`src/umqs_pkg.sv`:
```
// Shared constants and types of the bridge message sequencer (host side).
// Assumes a single 40 MHz core clock; all SPI timing derives from it.
package umqs_pkg;
   // ==========================================================
   // Timing
   localparam int CLK_NS = 25;
   localparam int SPI_HALF_NS = 125;
   localparam int SPI_HALF_CYC = (SPI_HALF_NS + CLK_NS - 1) / CLK_NS;
   localparam logic [2:0] SPI_DIV_LAST = 3'(SPI_HALF_CYC - 1);
   localparam int POLL_TOUT_US = 1000;
   localparam int POLL_TOUT_CYC_DEF = POLL_TOUT_US * 1000 / CLK_NS;
   // ==========================================================
   // Bridge command bytes
   localparam logic [7:0] LOAD_QUEUE_WRITE_CMD = 8'hc0;
   localparam logic [7:0] NEXT_QUEUE_SEND_CMD = 8'hb0;
   localparam logic [7:0] NEXT_MESSAGE_READ_CMD = 8'h93;
   localparam logic [7:0] RX_STATUS_RD_CMD = 8'h01;
   localparam logic [7:0] RX_FLAGS_RD_CMD = 8'h09;
   localparam logic [7:0] RX_FLAGS_WR_CMD = 8'h08;
   localparam logic [7:0] FAULT_MON_RD_DEF = 8'h00;
   localparam logic [7:0] DUMMY_BYTE = 8'h00;
   localparam logic [7:0] FLAGS_OK = 8'h00;
   localparam logic [7:0] FLAGS_CLR = 8'h00;
   localparam int STATUS_MSG_BIT = 1;
   // ==========================================================
   // Chain message layout
   localparam int NUM_DEV = 2;
   localparam logic [7:0] BROADCAST_WRITE_MSG = 8'h02;
   localparam logic [7:0] BROADCAST_READ_MSG = 8'h03;
   localparam logic [7:0] DC_SEED = 8'h00;
   localparam logic [7:0] PEC_INIT = 8'h00;
   localparam logic [7:0] PEC_POLY = 8'h07;
   localparam logic [7:0] ALIVE_INC = 8'(NUM_DEV);
   localparam logic [7:0] SEED_STEP = 8'h01;
   localparam int WR_LEN = 6;
   localparam int RD_LOAD_LEN = 5;
   localparam int RD_LEN = RD_LOAD_LEN + 2 * NUM_DEV;
   localparam logic [7:0] WR_LEN_B = 8'(WR_LEN);
   localparam logic [7:0] RD_LEN_B = 8'(RD_LEN);
   localparam logic [3:0] LD_HDR = 4'h2;
   localparam logic [3:0] LD_WR_CNT = 4'(2 + WR_LEN);
   localparam logic [3:0] LD_RD_CNT = 4'(2 + RD_LOAD_LEN);
   localparam logic [3:0] RX_HDR = 4'h1;
   localparam logic [3:0] RX_WR_CNT = 4'(1 + WR_LEN);
   localparam logic [3:0] RX_RD_CNT = 4'(1 + RD_LEN);
   localparam logic [3:0] ONE_CNT = 4'h1;
   localparam logic [3:0] TWO_CNT = 4'h2;
   localparam logic [3:0] MP_ADDR = 4'h1;
   localparam logic [3:0] MP_LO = 4'h2;
   localparam logic [3:0] MP_HI = 4'h3;
   localparam logic [3:0] MP_PEC_WR = 4'h4;
   localparam logic [3:0] MP_PEC_RD = 4'h3;
   localparam logic [3:0] MP_DATA0 = 4'h2;
   localparam logic [3:0] MP_DC_RD = 4'(2 + 2 * NUM_DEV);
   localparam logic [3:0] MP_RPEC_RD = 4'(3 + 2 * NUM_DEV);
   localparam int DEV0_LO = 2 * (NUM_DEV - 1);
   localparam int DEV1_LO = 2 * (NUM_DEV - 2);
   // ==========================================================
   // Software registers
   localparam logic [3:0] REG_CTRL = 4'h0;
   localparam logic [3:0] REG_ADDR = 4'h1;
   localparam logic [3:0] REG_WDATA = 4'h2;
   localparam logic [3:0] REG_STATUS = 4'h3;
   localparam logic [3:0] REG_EVT = 4'h4;
   localparam logic [3:0] REG_EVCLR = 4'h5;
   localparam logic [3:0] REG_EVEN = 4'h6;
   localparam logic [3:0] REG_FLAGS = 4'h7;
   localparam logic [3:0] REG_DEV0 = 4'h8;
   localparam logic [3:0] REG_DEV1 = 4'h9;
   localparam int CTRL_GO = 0;
   localparam int CTRL_READ = 1;
   localparam int CTRL_ALIVE = 2;
   localparam int EV_W = 7;
   localparam int EV_DONE = 0;
   localparam int EV_PEC = 1;
   localparam int EV_ALIVE = 2;
   localparam int EV_CHECK = 3;
   localparam int EV_LOST = 4;
   localparam int EV_FLAGS = 5;
   localparam int EV_FAULT = 6;
   // ==========================================================
   // State types
   typedef enum logic [1:0] {SP_IDLE, SP_LOW, SP_HIGH, SP_GAP} umqs_spi_state_type;
   typedef enum logic [3:0] {
      S_IDLE, S_LOAD, S_START, S_POLL, S_READ, S_FLAGS, S_FMON, S_CLEAR, S_DONE
   } umqs_state_type;
endpackage

```
`src/umqs_byte_if.sv`:
```
// Byte channel between the sequencer and the SPI byte engine.
// Assumes both ends run on the core clock.
`timescale 1ns/1ps
interface umqs_byte_if;
   logic req;
   logic last;
   logic [7:0] tx;
   logic ready;
   logic done;
   logic [7:0] rx;
   modport master (output req, output last, output tx, input ready, input done, input rx);
   modport engine (input req, input last, input tx, output ready, output done, output rx);
endinterface

```
`src/umqs_host.sv`:
```
// Host-side sequencer for a SPI-to-UART daisy-chain bridge: builds a
// broadcast write or read, queues and sends it, polls for the answer,
// reads it back, checks it and inspects the bridge's error state.
// Assumes the bridge answers on SPI mode 0 and that software uses the
// plain register port.
//
// The implementer's own choice: the plain strobed port.
`timescale 1ns/1ps
module umqs_host
   import umqs_pkg::*;
#(
   parameter int POLL_TOUT_CYC = umqs_pkg::POLL_TOUT_CYC_DEF,
   parameter logic [7:0] FAULT_MON_RD_CMD = umqs_pkg::FAULT_MON_RD_DEF
) (
   input wire logic CORE_CLK,
   input wire logic NRST,
   input wire logic [3:0] SW_ADDR,
   input wire logic [15:0] SW_WDATA,
   input wire logic SW_WR,
   input wire logic SW_RD,
   output logic [15:0] SW_RDATA,
   output logic IRQ,
   output logic SPI_SCLK,
   output logic SPI_MOSI,
   input wire logic SPI_MISO,
   output logic SPI_CS_N
);
   umqs_byte_if lk ();
   umqs_state_type st_q, st_d;
   logic [3:0] idx_q, idx_d, cnt, kl, kr;
   logic pend_q, pend_d, last_b, go;
   logic [7:0] crc_q, crc_d, crc_in, crc_nx, tx_b, seed_q, seed_d;
   logic [7:0] stat_q, stat_d, flags_q, flags_d, fmon_q, fmon_d;
   logic [7:0] rxd_q [2*NUM_DEV];
   logic [7:0] rxd_d [2*NUM_DEV];
   logic [15:0] tout_q, tout_d;
   logic [EV_W-1:0] ev_set, ev_q, ev_d, en_q, en_d;
   logic rd_op_q, rd_op_d, alive_q, alive_d;
   logic [7:0] addr_q, addr_d;
   logic [15:0] wdat_q, wdat_d, rdata_q, rdata_d;

   umqs_spi_byte u_spi (.clk(CORE_CLK), .rst_n(NRST), .lk(lk), .miso(SPI_MISO),
      .mosi(SPI_MOSI), .sclk(SPI_SCLK), .cs_n(SPI_CS_N));
   umqs_crc8 u_crc (.crc_in(crc_q), .data_in(crc_in), .crc_out(crc_nx));

   // ==========================================================
   // Byte selection per phase
   assign kl = idx_q - LD_HDR;
   assign kr = idx_q - RX_HDR;
   always_comb begin
      tx_b = DUMMY_BYTE;
      cnt = TWO_CNT;
      case (st_q)
         S_LOAD: begin
            cnt = rd_op_q ? LD_RD_CNT : LD_WR_CNT;
            if (idx_q == 4'h0) begin
               tx_b = LOAD_QUEUE_WRITE_CMD;
            end else if (idx_q == ONE_CNT) begin
               tx_b = rd_op_q ? RD_LEN_B : WR_LEN_B;
            end else if (kl == 4'h0) begin
               tx_b = rd_op_q ? BROADCAST_READ_MSG : BROADCAST_WRITE_MSG;
            end else if (kl == MP_ADDR) begin
               tx_b = addr_q;
            end else if (rd_op_q) begin
               // Read: data-check seed, PEC, alive seed
               tx_b = (kl == MP_LO) ? DC_SEED : (kl == MP_PEC_RD) ? crc_q : seed_q;
            end else begin
               // Write: data, PEC, then alive seed outside the PEC
               tx_b = (kl == MP_LO) ? wdat_q[7:0] : (kl == MP_HI) ? wdat_q[15:8] :
                  (kl == MP_PEC_WR) ? crc_q : seed_q;
            end
         end
         S_START: begin
            cnt = ONE_CNT;
            tx_b = NEXT_QUEUE_SEND_CMD;
         end
         S_POLL: tx_b = (idx_q == 4'h0) ? RX_STATUS_RD_CMD : DUMMY_BYTE;
         S_READ: begin
            cnt = rd_op_q ? RX_RD_CNT : RX_WR_CNT;
            tx_b = (idx_q == 4'h0) ? NEXT_MESSAGE_READ_CMD : DUMMY_BYTE;
         end
         S_FLAGS: tx_b = (idx_q == 4'h0) ? RX_FLAGS_RD_CMD : DUMMY_BYTE;
         S_FMON: tx_b = (idx_q == 4'h0) ? FAULT_MON_RD_CMD : DUMMY_BYTE;
         S_CLEAR: tx_b = (idx_q == 4'h0) ? RX_FLAGS_WR_CMD : FLAGS_CLR;
         default: tx_b = DUMMY_BYTE;
      endcase
   end

   assign last_b = (idx_q == cnt - ONE_CNT);
   assign crc_in = (st_q == S_READ) ? lk.rx : tx_b;
   assign lk.tx = tx_b;
   assign lk.last = last_b;
   assign lk.req = !pend_q && lk.ready && st_q != S_IDLE && st_q != S_DONE;

   // ==========================================================
   // Sequencer
   always_comb begin
      st_d = st_q;
      idx_d = idx_q;
      pend_d = pend_q;
      crc_d = crc_q;
      seed_d = seed_q;
      stat_d = stat_q;
      flags_d = flags_q;
      fmon_d = fmon_q;
      rxd_d = rxd_q;
      ev_set = '0;
      tout_d = (tout_q == 16'hffff) ? tout_q : tout_q + 16'h0001;
      if (lk.req) begin
         pend_d = 1'b1;
      end
      if (st_q == S_IDLE && go) begin
         st_d = S_LOAD;
         idx_d = 4'h0;
         crc_d = PEC_INIT;
      end else if (st_q == S_DONE) begin
         // Fresh alive seed per message tells repeated polls apart
         seed_d = seed_q + SEED_STEP;
         ev_set[EV_DONE] = 1'b1;
         st_d = S_IDLE;
      end
      if (lk.done) begin
         pend_d = 1'b0;
         idx_d = last_b ? 4'h0 : idx_q + ONE_CNT;
         case (st_q)
            S_LOAD: begin
               if (idx_q >= LD_HDR && kl < (rd_op_q ? MP_PEC_RD : MP_PEC_WR)) begin
                  crc_d = crc_nx;
               end
               if (last_b) begin
                  st_d = S_START;
               end
            end
            S_START: begin
               tout_d = 16'h0000;
               st_d = S_POLL;
            end
            S_POLL: begin
               if (last_b) begin
                  stat_d = lk.rx;
                  if (lk.rx[STATUS_MSG_BIT]) begin
                     st_d = S_READ;
                     crc_d = PEC_INIT;
                  end else if (tout_q >= 16'(POLL_TOUT_CYC)) begin
                     // Sent message never came back: lost on the chain
                     ev_set[EV_LOST] = 1'b1;
                     st_d = S_FLAGS;
                  end
               end
            end
            S_READ: begin
               if (idx_q != 4'h0) begin
                  if (kr < (rd_op_q ? MP_RPEC_RD : MP_PEC_WR)) begin
                     crc_d = crc_nx;
                  end
                  if ((kr == 4'h0 && lk.rx != (rd_op_q ? BROADCAST_READ_MSG : BROADCAST_WRITE_MSG))
                     || (kr == MP_ADDR && lk.rx != addr_q)
                     || (rd_op_q && kr == MP_DC_RD && lk.rx != DC_SEED)) begin
                     ev_set[EV_CHECK] = 1'b1;
                  end
                  if (rd_op_q && kr >= MP_DATA0 && kr < MP_DC_RD) begin
                     rxd_d[2'(kr - MP_DATA0)] = lk.rx;
                  end
                  if (kr == (rd_op_q ? MP_RPEC_RD : MP_PEC_WR) && lk.rx != crc_q) begin
                     ev_set[EV_PEC] = 1'b1;
                  end
                  if (last_b && alive_q && lk.rx != seed_q + ALIVE_INC) begin
                     ev_set[EV_ALIVE] = 1'b1;
                  end
               end
               if (last_b) begin
                  st_d = S_FLAGS;
               end
            end
            S_FLAGS: begin
               if (last_b) begin
                  flags_d = lk.rx;
                  ev_set[EV_FLAGS] = (lk.rx != FLAGS_OK);
                  st_d = S_FMON;
               end
            end
            S_FMON: begin
               if (last_b) begin
                  fmon_d = lk.rx;
                  ev_set[EV_FAULT] = (lk.rx != FLAGS_OK);
                  st_d = (flags_q != FLAGS_OK) ? S_CLEAR : S_DONE;
               end
            end
            S_CLEAR: begin
               if (last_b) begin
                  st_d = S_DONE;
               end
            end
            default: st_d = S_IDLE;
         endcase
      end
   end

   always_ff @(posedge CORE_CLK or negedge NRST) begin
      if (!NRST) begin
         st_q <= S_IDLE;
         idx_q <= 4'h0;
         pend_q <= 1'b0;
         crc_q <= PEC_INIT;
         seed_q <= 8'h00;
         stat_q <= 8'h00;
         flags_q <= 8'h00;
         fmon_q <= 8'h00;
         tout_q <= 16'h0000;
         rxd_q <= '{default: 8'h00};
      end else begin
         st_q <= st_d;
         idx_q <= idx_d;
         pend_q <= pend_d;
         crc_q <= crc_d;
         seed_q <= seed_d;
         stat_q <= stat_d;
         flags_q <= flags_d;
         fmon_q <= fmon_d;
         tout_q <= tout_d;
         rxd_q <= rxd_d;
      end
   end

   // ==========================================================
   // Software register port; an event set wins over a same-cycle clear
   assign go = SW_WR && SW_ADDR == REG_CTRL && SW_WDATA[CTRL_GO];
   always_comb begin
      rd_op_d = rd_op_q;
      alive_d = alive_q;
      addr_d = addr_q;
      wdat_d = wdat_q;
      en_d = en_q;
      ev_d = ev_q | ev_set;
      rdata_d = 16'h0000;
      if (SW_WR) begin
         case (SW_ADDR)
            REG_CTRL: begin
               // Operation latched only when idle, so a busy write is ignored
               if (st_q == S_IDLE) begin
                  rd_op_d = SW_WDATA[CTRL_READ];
                  alive_d = SW_WDATA[CTRL_ALIVE];
               end
            end
            REG_ADDR: addr_d = SW_WDATA[7:0];
            REG_WDATA: wdat_d = SW_WDATA;
            REG_EVCLR: ev_d = (ev_q & ~SW_WDATA[EV_W-1:0]) | ev_set;
            REG_EVEN: en_d = SW_WDATA[EV_W-1:0];
            default: en_d = en_q;
         endcase
      end
      if (SW_RD) begin
         case (SW_ADDR)
            REG_CTRL: rdata_d = {13'h0000, alive_q, rd_op_q, 1'b0};
            REG_ADDR: rdata_d = {8'h00, addr_q};
            REG_WDATA: rdata_d = wdat_q;
            REG_STATUS: rdata_d = {7'h00, (st_q != S_IDLE), stat_q};
            REG_EVT: rdata_d = {9'h000, ev_q};
            REG_EVEN: rdata_d = {9'h000, en_q};
            REG_FLAGS: rdata_d = {fmon_q, flags_q};
            REG_DEV0: rdata_d = {rxd_q[DEV0_LO+1], rxd_q[DEV0_LO]};
            REG_DEV1: rdata_d = {rxd_q[DEV1_LO+1], rxd_q[DEV1_LO]};
            default: rdata_d = 16'h0000;
         endcase
      end
   end

   always_ff @(posedge CORE_CLK or negedge NRST) begin
      if (!NRST) begin
         rd_op_q <= 1'b0;
         alive_q <= 1'b0;
         addr_q <= 8'h00;
         wdat_q <= 16'h0000;
         en_q <= '0;
         ev_q <= '0;
         rdata_q <= 16'h0000;
      end else begin
         rd_op_q <= rd_op_d;
         alive_q <= alive_d;
         addr_q <= addr_d;
         wdat_q <= wdat_d;
         en_q <= en_d;
         ev_q <= ev_d;
         rdata_q <= rdata_d;
      end
   end

   assign SW_RDATA = rdata_q;
   assign IRQ = |(ev_q & en_q);
endmodule

```
`src/umqs_crc8.sv`:
```
// Byte-wise CRC-8 step, purely combinational.
// Assumes the caller holds the running value in its own register.
`timescale 1ns/1ps
module umqs_crc8
   import umqs_pkg::*;
#(
   parameter logic [7:0] POLY = PEC_POLY
) (
   input wire logic [7:0] crc_in,
   input wire logic [7:0] data_in,
   output logic [7:0] crc_out
);
   logic [7:0] c;
   // ==========================================================
   // Eight shift steps, MSB first
   always_comb begin
      c = crc_in ^ data_in;
      for (int i = 0; i < 8; i++) begin
         c = {c[6:0], 1'b0} ^ (c[7] ? POLY : 8'h00);
      end
      crc_out = c;
   end
endmodule

```
`src/umqs_spi_byte.sv`:
```
// SPI mode-0 byte engine: shifts one byte per request, MSB first.
// Assumes MISO is synchronous to the core clock; chip select drops with the
// first byte and rises after the byte flagged last.
`timescale 1ns/1ps
module umqs_spi_byte
   import umqs_pkg::*;
(
   input wire logic clk,
   input wire logic rst_n,
   umqs_byte_if.engine lk,
   input wire logic miso,
   output logic mosi,
   output logic sclk,
   output logic cs_n
);
   umqs_spi_state_type sp_q, sp_d;
   logic [2:0] div_q, div_d;
   logic [7:0] sh_q, sh_d, rxs_q, rxs_d;
   logic [2:0] bit_q, bit_d;
   logic last_q, last_d, sclk_q, sclk_d, cs_n_q, cs_n_d;
   logic tick;

   // ==========================================================
   // Half-period divider, restarted while idle so each phase is full
   assign tick = (div_q == SPI_DIV_LAST);
   assign div_d = (sp_q == SP_IDLE || tick) ? 3'h0 : div_q + 3'h1;

   // ==========================================================
   // Shift sequencing
   always_comb begin
      sp_d = sp_q;
      sh_d = sh_q;
      rxs_d = rxs_q;
      bit_d = bit_q;
      last_d = last_q;
      sclk_d = sclk_q;
      cs_n_d = cs_n_q;
      lk.done = 1'b0;
      case (sp_q)
         SP_IDLE: begin
            if (lk.req) begin
               sh_d = lk.tx;
               last_d = lk.last;
               cs_n_d = 1'b0;
               bit_d = 3'h0;
               sp_d = SP_LOW;
            end
         end
         SP_LOW: begin
            if (tick) begin
               sclk_d = 1'b1;
               rxs_d = {rxs_q[6:0], miso};
               sp_d = SP_HIGH;
            end
         end
         SP_HIGH: begin
            if (tick) begin
               sclk_d = 1'b0;
               sh_d = {sh_q[6:0], 1'b0};
               bit_d = bit_q + 3'h1;
               sp_d = SP_LOW;
               if (bit_q == 3'h7) begin
                  lk.done = 1'b1;
                  sp_d = last_q ? SP_GAP : SP_IDLE;
               end
            end
         end
         SP_GAP: begin
            // Two ticks: deselect, then hold, so select stays high a full phase
            if (tick) begin
               if (cs_n_q) begin
                  sp_d = SP_IDLE;
               end else begin
                  cs_n_d = 1'b1;
               end
            end
         end
         default: sp_d = SP_IDLE;
      endcase
   end

   always_ff @(posedge clk or negedge rst_n) begin
      if (!rst_n) begin
         sp_q <= SP_IDLE;
         div_q <= 3'h0;
         sh_q <= 8'h00;
         rxs_q <= 8'h00;
         bit_q <= 3'h0;
         last_q <= 1'b0;
         sclk_q <= 1'b0;
         cs_n_q <= 1'b1;
      end else begin
         sp_q <= sp_d;
         div_q <= div_d;
         sh_q <= sh_d;
         rxs_q <= rxs_d;
         bit_q <= bit_d;
         last_q <= last_d;
         sclk_q <= sclk_d;
         cs_n_q <= cs_n_d;
      end
   end

   assign lk.ready = (sp_q == SP_IDLE);
   assign lk.rx = rxs_q;
   assign mosi = sh_q[7];
   assign sclk = sclk_q;
   assign cs_n = cs_n_q;
endmodule

```
`config.mk`:
```
export PLATFORM = sky130hd
export DESIGN_NAME = umqs_host
export DESIGN_NICKNAME = d
export VERILOG_FILES = /design/src/umqs_pkg.sv /design/src/umqs_byte_if.sv /design/src/umqs_host.sv /design/src/umqs_crc8.sv /design/src/umqs_spi_byte.sv
export SDC_FILE = /design/constraint.sdc
export NUM_CORES = 1
export LEC_CHECK = 0
export ABC_AREA = 1
export BUFFER_PORTS_ARGS = -buffer_cell sky130_fd_sc_hd__buf_2
export CORE_UTILIZATION = 34
export DETAILED_ROUTE_END_ITERATION = 6
export SETUP_SLACK_MARGIN = 0.4
export SLEW_MARGIN = 40
export SYNTH_ARGS = -nofsm -noshare
export SYNTH_HDL_FRONTEND = slang
export SYNTH_HIERARCHICAL = 1
export SYNTH_SLANG_ARGS = --single-unit
```
`constraint.sdc`:
```
create_clock -name CORE_CLK -period 7.29 [get_ports CORE_CLK]
set_input_delay 0.729 -clock CORE_CLK [delete_from_list [all_inputs] [get_ports CORE_CLK]]
set_output_delay 0.729 -clock CORE_CLK [all_outputs]
set_load 0.01 [all_outputs]
```
==> reports/metrics.csv, run 1 <==
metric,value,unit
grt_pass1_vias,8943,
synthCells,1377,
path_delay_family,simple AND/OR/NAND/NOR gates,
postCtsSetupBuffers,0,
routedWlPerCell,16.8,microns
yosysTopAreaCell,dfrtp_1,
globalplace.congestion,0.929,
cp_num_cells,22,
yosysSeqAreaShare,42.9,%
ys_types,55,
syn_area,10500,sq um
avgSynthCellArea,7.63,sq um
syn-num-nets,1424,
cp_num_buf_inv,5,
routed_wl,30.4,mm
synth-async-reset-ratio,100,%
ys.flop_type,dfrtp_1,
slew_viol_final,0,
vias_per_cell,5.18,
synthTopCellsByCount,"nand2_1 (419), dfrtp_1 (179), inv_1 (139)",
drt_iter0_drc,872,
num_rows,63,
vias,9367,
arrival,4.33,ns
synth_edf_count,0,
die_h,178,microns
finalHoldViolCount,0,
cts_buffers,17,
dieWidth,178,microns
grt.overflow.total,0,
p_leak,5.52,nW
cts_root_buffer,clkbuf_16,
initial_utilization,35.0,%
drt_pre_antenna_iters,7,
setup_tns,0,ns
yosysTopAreaCellShare,42.6,%
fin_skew,0.0119,ns
post-route-period-util,55.4,%
cts.hold.buffers_added,0,
rrSetupSlack,3.25,ns
worstReg2RegEnd,crc_q[3],
ir_drop,0.000159,V
critPathLaunchType,flip-flop,
ioPinCount,45,
clock_latency,0.45,ns
clk_pin_slew,0.07,ns
cpMaxStageDelayCell,dfrtp_1,
dp_cells,1775,
status,"finished, violations left",
r2r_start,idx_q[1],
ys_ff_latch,180,
dpl.hpwl,21.8,mm
cts_resized,0,
grt_pass1_wl,49.1,mm
layout.cells.non_filler,1807,
fin_crit,4.04,ns
crit_chain,"inv_1, ha_1, inv_1, nor2_1, nand2_1, inv_2, a21oi_1, a21oi_1, o21ai_0, nand2_1, nand2_1, nand2_1, nand2_1, xor2_2, inv_2, nand2_1, nand2_1, xor2_1, o211ai_1, o21ai_0, inv_1, o22ai_1",
fmax,248,MHz
grt_usage,20.2,%
clock_sinks,180,
crit_path_max_incr_delay,0.51,ns
worstSetupEndpointType,flip-flop,
crit_required,7.58,ns
n_fill_cell,3094,
hp-class,in -> async,
cap_violations,0,
ant_nets,0,
multi_input_area,5250,sq um
rsz0062_at_grt,no,
setup_violations,0,
path_max_fanout,17,
synthTopCellsByArea,"dfrtp_1 (43%), nand2_1 (15%), inv_1 (5.0%)",
slew_headroom,47.5,%
drive_above_1_share,11.3,%
crit_type,reg -> reg,
die-area,31600,sq um
regArea,4510,sq um
whs,0.219,ns
tightest_slew,0.784,ns
finish.utilization,38.9,%
core,30000,sq um
synth_most_common_cell,nand2_1,
drc,5,
p_per_area,188,nW/um^2
clock_path_buffers,2,
reg2regPathDepth,22,
cts.htree.levels,4,
port_buffers,44,
cts_tree,built,
violations,DRC,
diodes,0,
cpMostUsedCell,nand2_1,
area_delta_synth_final,11.3,%
nNetsFinal,1451,
antenna_found_initial,0,
grt_max_degree,108,
ys_warn_count,6,
[cells in the final DEF, fill, tap and decap left out, types with 21 or more instances in the layout]
cell type  Yosys  layout
inv_1        139     139
a21oi_1       29      29
o21ai_0       98      98
nor2_1       100      98
ha_1          22      22
nand3_1       82      82
o21ai_1       43      43
dfrtp_1      179     179
nand2_1      419     418
o211ai_1      21      21
buf_2          7      43
xor2_1        22      22
[logic make-up (layout without fill, tap and decap cells)]
| kind of cell | Yosys count | after routing | synth area share, % |
|---|---|---|---|
| simple gates | 677 | 677 | 28.0 |
| compound gates | 258 | 258 | 14.8 |
| mux | 8 | 8 | 0.846 |
| fa+ha+maj | 22 | 22 | 2.62 |
| buf+inv | 192 | 232 | 7.41 |
| xor+xnor | 40 | 40 | 3.41 |
| flops | 180 | 180 | 42.9 |
[metal layers]
layer  up-vias  global-route usage [%]  share of wire, %
met2       282                    31.5                45
met1      4468                    27.9                46
li1       4577                       -                 -
met3        40                    4.09               6.3
met4         0                    6.80               2.1
met5         -                       0                 0
[worst max path at each step]
stage | start | endpoint | slack [ns]
floorplan | idx_q[1] | crc_q[5] | 4.16
global placement | idx_q[1] | crc_q[4] | 3.45
detailed placement | idx_q[1] | crc_q[3] | 3.36
CTS | idx_q[1] | crc_q[3] | 3.35
global route | idx_q[1] | crc_q[2] | 2.81
finish | idx_q[1] | crc_q[3] | 3.25
[area by class of cell]
| cell class | count | share of cell area (%) |
|---|---|---|
| Timing Repair Buffer | 47 | 2.28 |
| Sequential cell | 180 | 38.6 |
| Clock inverter | 12 | 1.24 |
| Multi-Input combinational cell | 1005 | 44.9 |
| Inverter | 153 | 4.91 |
| Clock buffer | 20 | 3.91 |
| Tap cell | 390 | 4.18 |
[power breakdown]
group	leakage (nW)	switching, mW	internal [mW]
sequential	2.36	0.0611	1.05
combinational	2.86	0.0935	0.0494
clock	0.293	0.416	0.530
[registers in the layout, summed over array words and instances, names as in the netlist, 16 cells and up]
| name | cells |
|---|---|
| tout_q | 16 |
| SW_RDATA | 16 |
| rxd_q | 32 |
| wdat_q | 16 |
[per-stage QoR]
step	setup WS [ns]	power [mW]	area, sq um
detailed placement	3.36	1.27	11100
global route	2.81	2.28	11700
floorplan	4.16	1.18	10500
global placement	3.45	1.27	11000
CTS	3.35	2.22	11700
finish	3.25	2.20	11700
Power figures use the tool's default switching activity.
==> run 2: changes to the inputs <==
Settings changed: ABC_AREA 1 to 0.
Clock period 7.29 ns to 3.4 ns, I/O delays scaled along.
==> reports/metrics.csv, run 2 <==
metric,value,unit,change
cap_violations,0,,unchanged
num_rows,63,,unchanged
critPathLaunchType,flip-flop,,
cts.htree.levels,4,,unchanged
layout_commonest_cell,dfrtp_1,,
crit_path_max_incr_delay,0.40,ns,-0.11 ns
clk_pin_slew,0.07,ns,about the same
worstSetupEndpointType,flip-flop,,
routedWlPerCell,20.7,microns,+23%
grt_pass1_vias,7972,,-11%
ys_types,79,,+44%
fin_ws,0.389,ns,-2.86 ns
fin_skew,0.0174,ns,+0.00547 ns
grt_usage,20.1,%,-0.12 points
core,29600,sq um,-1.3%
fin_area,12000,sq um,+2.7%
cts_root_buffer,clkbuf_16,,
ys.flop_type,dfrtp_1,,
cpMaxStageDelayCell,o41a_1,,
crit_type,reg -> reg,,
n_fill_cell,2903,,-6.2%
dpl.hpwl,21.4,mm,-2.0%
largest_register,rxd_q,,
syn-num-nets,1037,,-27%
globalplace.congestion,0.921,,-0.87%
synth_most_common_cell,dfrtp_1,,
yosysSeqAreaShare,44.0,%,+1.1 points
path_max_fanout,7,,-10
hp-class,in -> reg,,
clock_path_buffers,2,,unchanged
synthCells,990,,-28%
initial_utilization,34.6,%,-0.40 points
die_h,176,microns,-1.2%
ir_drop,0.000340,V,+110%
post-route-period-util,88.6,%,+33 points
area_delta_synth_final,17.2,%,
ioPinCount,45,,unchanged
fmax,332,MHz,+34%
crit_chain,"inv_4, ha_4, xor2_4, nor3_4, mux2i_1, o22ai_1, o41a_1, o22a_1, xnor2_2, xor2_2, xnor2_1, a22o_1",,
grt_max_degree,85,,-21%
cts_tree,built,,
nNetsFinal,1097,,-24%
ant_nets,0,,unchanged
setup_tns,0,ns,unchanged
yosysTopAreaCellShare,43.7,%,+1.1 points
vias_per_cell,5.61,,+8.3%
die-area,30800,sq um,-2.4%
p_leak,5.40,nW,-2.2%
rsz0062_at_grt,yes,,
cts_buffers,17,,unchanged
finalHoldViolCount,0,,unchanged
yosysTopAreaCell,dfrtp_1,,
tightest_slew,0.834,ns,+0.0504 ns
antenna_found_initial,0,,unchanged
synthTopCellsByArea,"dfrtp_1 (44%), mux2_2 (9.9%), xnor2_1 (4.1%)",,
synth-async-reset-ratio,100,%,unchanged
drt_iter0_drc,566,,-35%
drc,0,,-5
syn_area,10200,sq um,-2.4%
ys_ff_latch,180,,unchanged
status,finished clean,,
layout.cells.non_filler,1453,,-20%
grt.overflow.total,0,,unchanged
ys_warn_count,6,,unchanged
dp_cells,1405,,-21%
setup_violations,0,,unchanged
synthTopCellsByCount,"dfrtp_1 (179), mux2_2 (90), nand2_1 (66)",,
largest_reg_flops,32,,unchanged
clock_sinks,180,,unchanged
dp_slack,0.130,ns,-3.23 ns
crit_required,3.74,ns,-3.84 ns
slew_viol_final,0,,unchanged
synth_edf_count,0,,unchanged
slew_headroom,44.2,%,-3.3 points
finish.utilization,40.5,%,+1.6 points
drive_above_1_share,27.1,%,+16 points
avgSynthCellArea,10.4,sq um,+36%
arrival,3.35,ns,-0.98 ns
p_per_area,418,nW/um^2,+120%
diodes,0,,unchanged
vias,8158,,-13%
placed_area,11100,sq um,+0.43%
dieWidth,176,microns,-1.2%
fin_crit,3.01,ns,-1.03 ns
grt_pass1_wl,47.3,mm,-3.8%
port_buffers,44,,unchanged
drt_pre_antenna_iters,5,,-2
routed_wl,30.1,mm,-1.0%
mostFrequentLayoutCells,"dfrtp_1 (177), mux2_2 (90), nand2_1 (65), buf_4 (58), nor2_1 (51)",,
clock_latency,0.45,ns,about the same
run 2: path summary, 6_finish.rpt:
kind,start,endpoint,slack (ns),depth (start not counted)
min in group asynchronous,NRST,SW_RDATA[12],0.50,2
max,idx_q[1],crc_q[5],0.39,12
max reg2reg,idx_q[1],crc_q[5],0.39,12
max in group asynchronous,NRST,idx_q[0],2.04,3
min,SPI_MISO,u_spi/lk.rx[0],0.12,2
min reg2reg,u_spi/div_q[0],u_spi/div_q[0],0.47,1
run 2: final cells by class:
type	count	area [sq um]	area share (%)
clock buffer	19	453	3.77
clock inverter	13	129	1.07
inverter	26	100	0.834
multi-input combinational	720	5630	46.9
sequential	180	4510	37.6
tap	390	488	4.06
timing repair buffer	105	699	5.83
run 2: cell families after synthesis:
logic type | share of synthesized area (%)
xor+xnor | 6.07
simple gates | 15.1
mux | 14.1
buf+inv | 3.72
flops | 44.0
fa+ha+maj | 2.69
compound gates | 14.4
run 2: critical path: cells and delay by family (launching register included):
kind                       cells  cell delay (ns)
AOI/OAI and AO/OA              4             0.95
xor gates and xnor gates       4             0.76
DFF                            1             0.39
muxes                          1             0.26
and+or+nand+nor                1             0.25
adders and majority gates      1             0.22
buffers and inverters          1             0.09
run 2: metal layers:
| layer | GRT usage [%] | vias up | part of all wire (%) |
|---|---|---|---|
| met2 | 31.1 | 265 | 46 |
| li1 | - | 3732 | - |
| met3 | 3.64 | 40 | 5.9 |
| met4 | 5.83 | 0 | 1.8 |
| met1 | 28.6 | 4121 | 46 |
| met5 | 0 | - | 0 |
run 2: through the flow:
stage          power [mW]  hold slack [ns]
3_3_place_gp         3.03            0.435
6_report             5.01            0.121
5_1_grt              5.21            0.120
4_1_cts              5.05            0.108
3_5_place_dp         3.04            0.443
2_1_floorplan        2.78           0.0444
run 2: report_power, final:
group,internal [mW],switching (mW)
Clock,1.01,0.970
Combinational,0.302,0.314
Sequential,2.25,0.168
run 2: what timing repair did:
action	CTS	global route
gates cloned	0	0
hold buffers	1	0
pin swaps	8	8
setup buffers	9	6
gates resized for setup	20	17
hold endpoints to repair	81	0
endpoints found under the setup margin	8	22
==> run 3: changes to the inputs <==
Settings changed: SYNTH_HIERARCHICAL 1 to default.
==> reports/metrics.csv, run 3 <==
metric,value,unit,change
status,finished clean,,
crit_chain,"clkinv_4, ha_4, buf_4, nand2b_1, o21ai_1, a2111oi_1, a311o_1, o21ai_1, xnor2_2, xor2_2, xnor3_1, a32o_1",,
cts_tree,built,,
clock_sinks,180,,unchanged
mostFrequentLayoutCells,"dfrtp_1 (174), mux2_2 (98), buf_4 (90), nand2_1 (87), nor2_1 (62)",,
cp_num_cells,12,,unchanged
port_buffers,44,,unchanged
path_max_fanout,8,,+1
cp_num_buf_inv,2,,+1
layout.cells.non_filler,1545,,+6.3%
clock_latency,0.45,ns,about the same
largest_reg_flops,32,,unchanged
synthTopCellsByCount,"dfrtp_1 (179), mux2_2 (98), nand2_1 (96)",,
dp_slack,0.0544,ns,-0.0758 ns
core,29700,sq um,+0.27%
critPathLaunchType,flip-flop,,
finalHoldViolCount,0,,unchanged
fmax,318,MHz,-4.3%
placed_area,11400,sq um,+2.5%
grt.overflow.total,0,,unchanged
finish.utilization,43.1,%,+2.6 points
slew_headroom,55.5,%,+11 points
cts_root_buffer,clkbuf_16,,
cts.htree.levels,4,,unchanged
yosysSeqAreaShare,43.7,%,-0.31 points
crit_start,idx_q[1],,
r2r_start,idx_q[1],,
routed_wl,31.5,mm,+4.5%
hp-class,in -> reg,,
grt_pass1_vias,8404,,+5.4%
grt_usage,20.6,%,+0.49 points
cap_violations,0,,unchanged
rsz0062_at_grt,yes,,
ant_nets,0,,unchanged
critical_path.endpoint,crc_q[3],,
worstSetupEndpointType,flip-flop,,
drc,0,,unchanged
layout_commonest_cell,dfrtp_1,,
fin_crit,3.15,ns,+0.135 ns
cts_buffers,17,,unchanged
ys_types,85,,+7.6%
fin_skew,0.0168,ns,-0.000537 ns
dieWidth,176,microns,+0.36%
rrSetupSlack,0.25,ns,-0.13 ns
vias,8668,,+6.3%
ys_warn_count,0,,-6
ioPinCount,45,,unchanged
avgSynthCellArea,9.93,sq um,-4.0%
drt_iter0_drc,763,,+35%
arrival,3.47,ns,+0.12 ns
crit_path_max_incr_delay,0.48,ns,+0.08 ns
synth-compound-area-share,16.3,%,+2.0 points
grt_max_degree,83,,-2.4%
ys.flop_type,dfrtp_1,,
vias_per_cell,5.61,,about the same
synth_top_family_by_area,compound AO/OA/AOI/OAI gates,,
yosys.area_share.simple,15.6,%,+0.52 points
synth_edf_count,0,,unchanged
fin_area,12800,sq um,+6.6%
setup_violations,0,,unchanged
tightest_slew,0.667,ns,-0.167 ns
nNetsFinal,1189,,+8.4%
synth_most_common_cell,dfrtp_1,,
cpMostUsedCell,o21ai_1,,
path_delay_family,compound AO/OA/AOI/OAI gates,,
muxShareOfSynthArea,12.1,%,-2.0 points
crit_required,3.73,ns,about the same
initial_utilization,34.7,%,+0.16 points
post-route-period-util,92.5,%,+4.0 points
synthCells,1039,,+4.9%
p_leak,5.64,nW,+4.6%
fin_ws,0.254,ns,-0.135 ns
synthTopCellsByArea,"dfrtp_1 (43%), mux2_2 (11%), nand2_1 (3.5%)",,
power,4.74,mW,-5.5%
syn-num-nets,1087,,+4.8%
routedWlPerCell,20.4,microns,-1.7%
antenna_found_initial,1,,+1
die-area,31100,sq um,+0.71%
whs,0.124,ns,+0.00208 ns
synth-async-reset-ratio,100,%,unchanged
reg2regPathDepth,12,,unchanged
slew_viol_final,0,,unchanged
synth_xor_area_share,6.16,%,+0.090 points
setup_tns,0,ns,unchanged
num_rows,63,,unchanged
grt_pass1_wl,48.9,mm,+3.5%
yosysTopAreaCell,dfrtp_1,,
worstReg2RegEnd,crc_q[3],,
yosysTopAreaCellShare,43.4,%,-0.31 points
dpl.hpwl,22.1,mm,+3.3%
clk_pin_slew,0.08,ns,about the same
dp_cells,1464,,+4.2%
drive_above_1_share,33.3,%,+6.2 points
syn_area,10300,sq um,+0.72%
drt_pre_antenna_iters,5,,unchanged
cpMaxStageDelayCell,a2111oi_1,,
synth_fa_ha_area_share,2.79,%,+0.10 points
clock_path_buffers,2,,unchanged
crit_type,reg -> reg,,
die_h,176,microns,+0.36%
p_per_area,370,nW/um^2,-11%
globalplace.congestion,0.921,,about the same
largest_register,rxd_q,,
ys_ff_latch,180,,unchanged
area_delta_synth_final,24.0,%,
ir_drop,0.000257,V,-24%
[run 3: changes by cell type after synthesis, moves of 8 or more]
cell,change
a22o_1,-12
a22oi_1,+12
and3_1,-8
mux2_1,-16
mux2_2,+8
mux2i_1,-12
nand2_1,+30
nor2_1,+15
nor3_1,+9
o211ai_1,-10
o21ai_0,+33
xnor2_1,-14
[run 3: worst min-delay path by stage]
stage / cells after the start / slack, ns / to / startpoint
global route: 2 / 0.10 / wdat_q[10] / SW_WDATA[10]
finish: 2 / 0.12 / wdat_q[10] / SW_WDATA[10]
global placement: 1 / 0.43 / wdat_q[14] / NRST
floorplan: 0 / 0.04 / SW_RDATA[0] / NRST
detailed placement: 1 / 0.43 / wdat_q[14] / NRST
CTS: 2 / 0.11 / wdat_q[10] / SW_WDATA[10]
[run 3: metal layers]
layer	wire [microns]	up-vias	GRT usage, %
met2	14000	291	30.4
met5	0	-	0
met1	14600	4298	29.3
met4	1170	0	8.91
met3	1660	63	3.83
li1	-	4016	-
[run 3: kinds of logic after synthesis]
group / count (synthesis)
mux: 112
compound gates: 251
simple gates: 321
buf+inv: 86
flops: 180
fa+ha+maj: 23
xor+xnor: 66
[run 3: layout make-up]
cell class | instances | area (sq um)
Clock inverter | 15 | 181
Timing Repair Buffer | 144 | 1030
Fill cell | 2822 | 16900
Sequential cell | 180 | 4510
Multi-Input combinational cell | 776 | 6060
Inverter | 22 | 92.6
Tap cell | 390 | 488
Antenna cell | 1 | 2.50
Clock buffer | 17 | 425
[run 3: timing repair]
item	4_1_cts	5_1_grt
hold buffers	1	0
setup endpoints to repair	36	68
cloned	2	1
pin swaps	9	24
setup buffers	13	31
hold endpoints to repair	80	0
resized for setup	31	62
[run 3: power breakdown]
part	internal (mW)	switching, mW
clock network	0.997	0.998
logic	0.152	0.173
registers	2.25	0.170
total	3.40	1.34
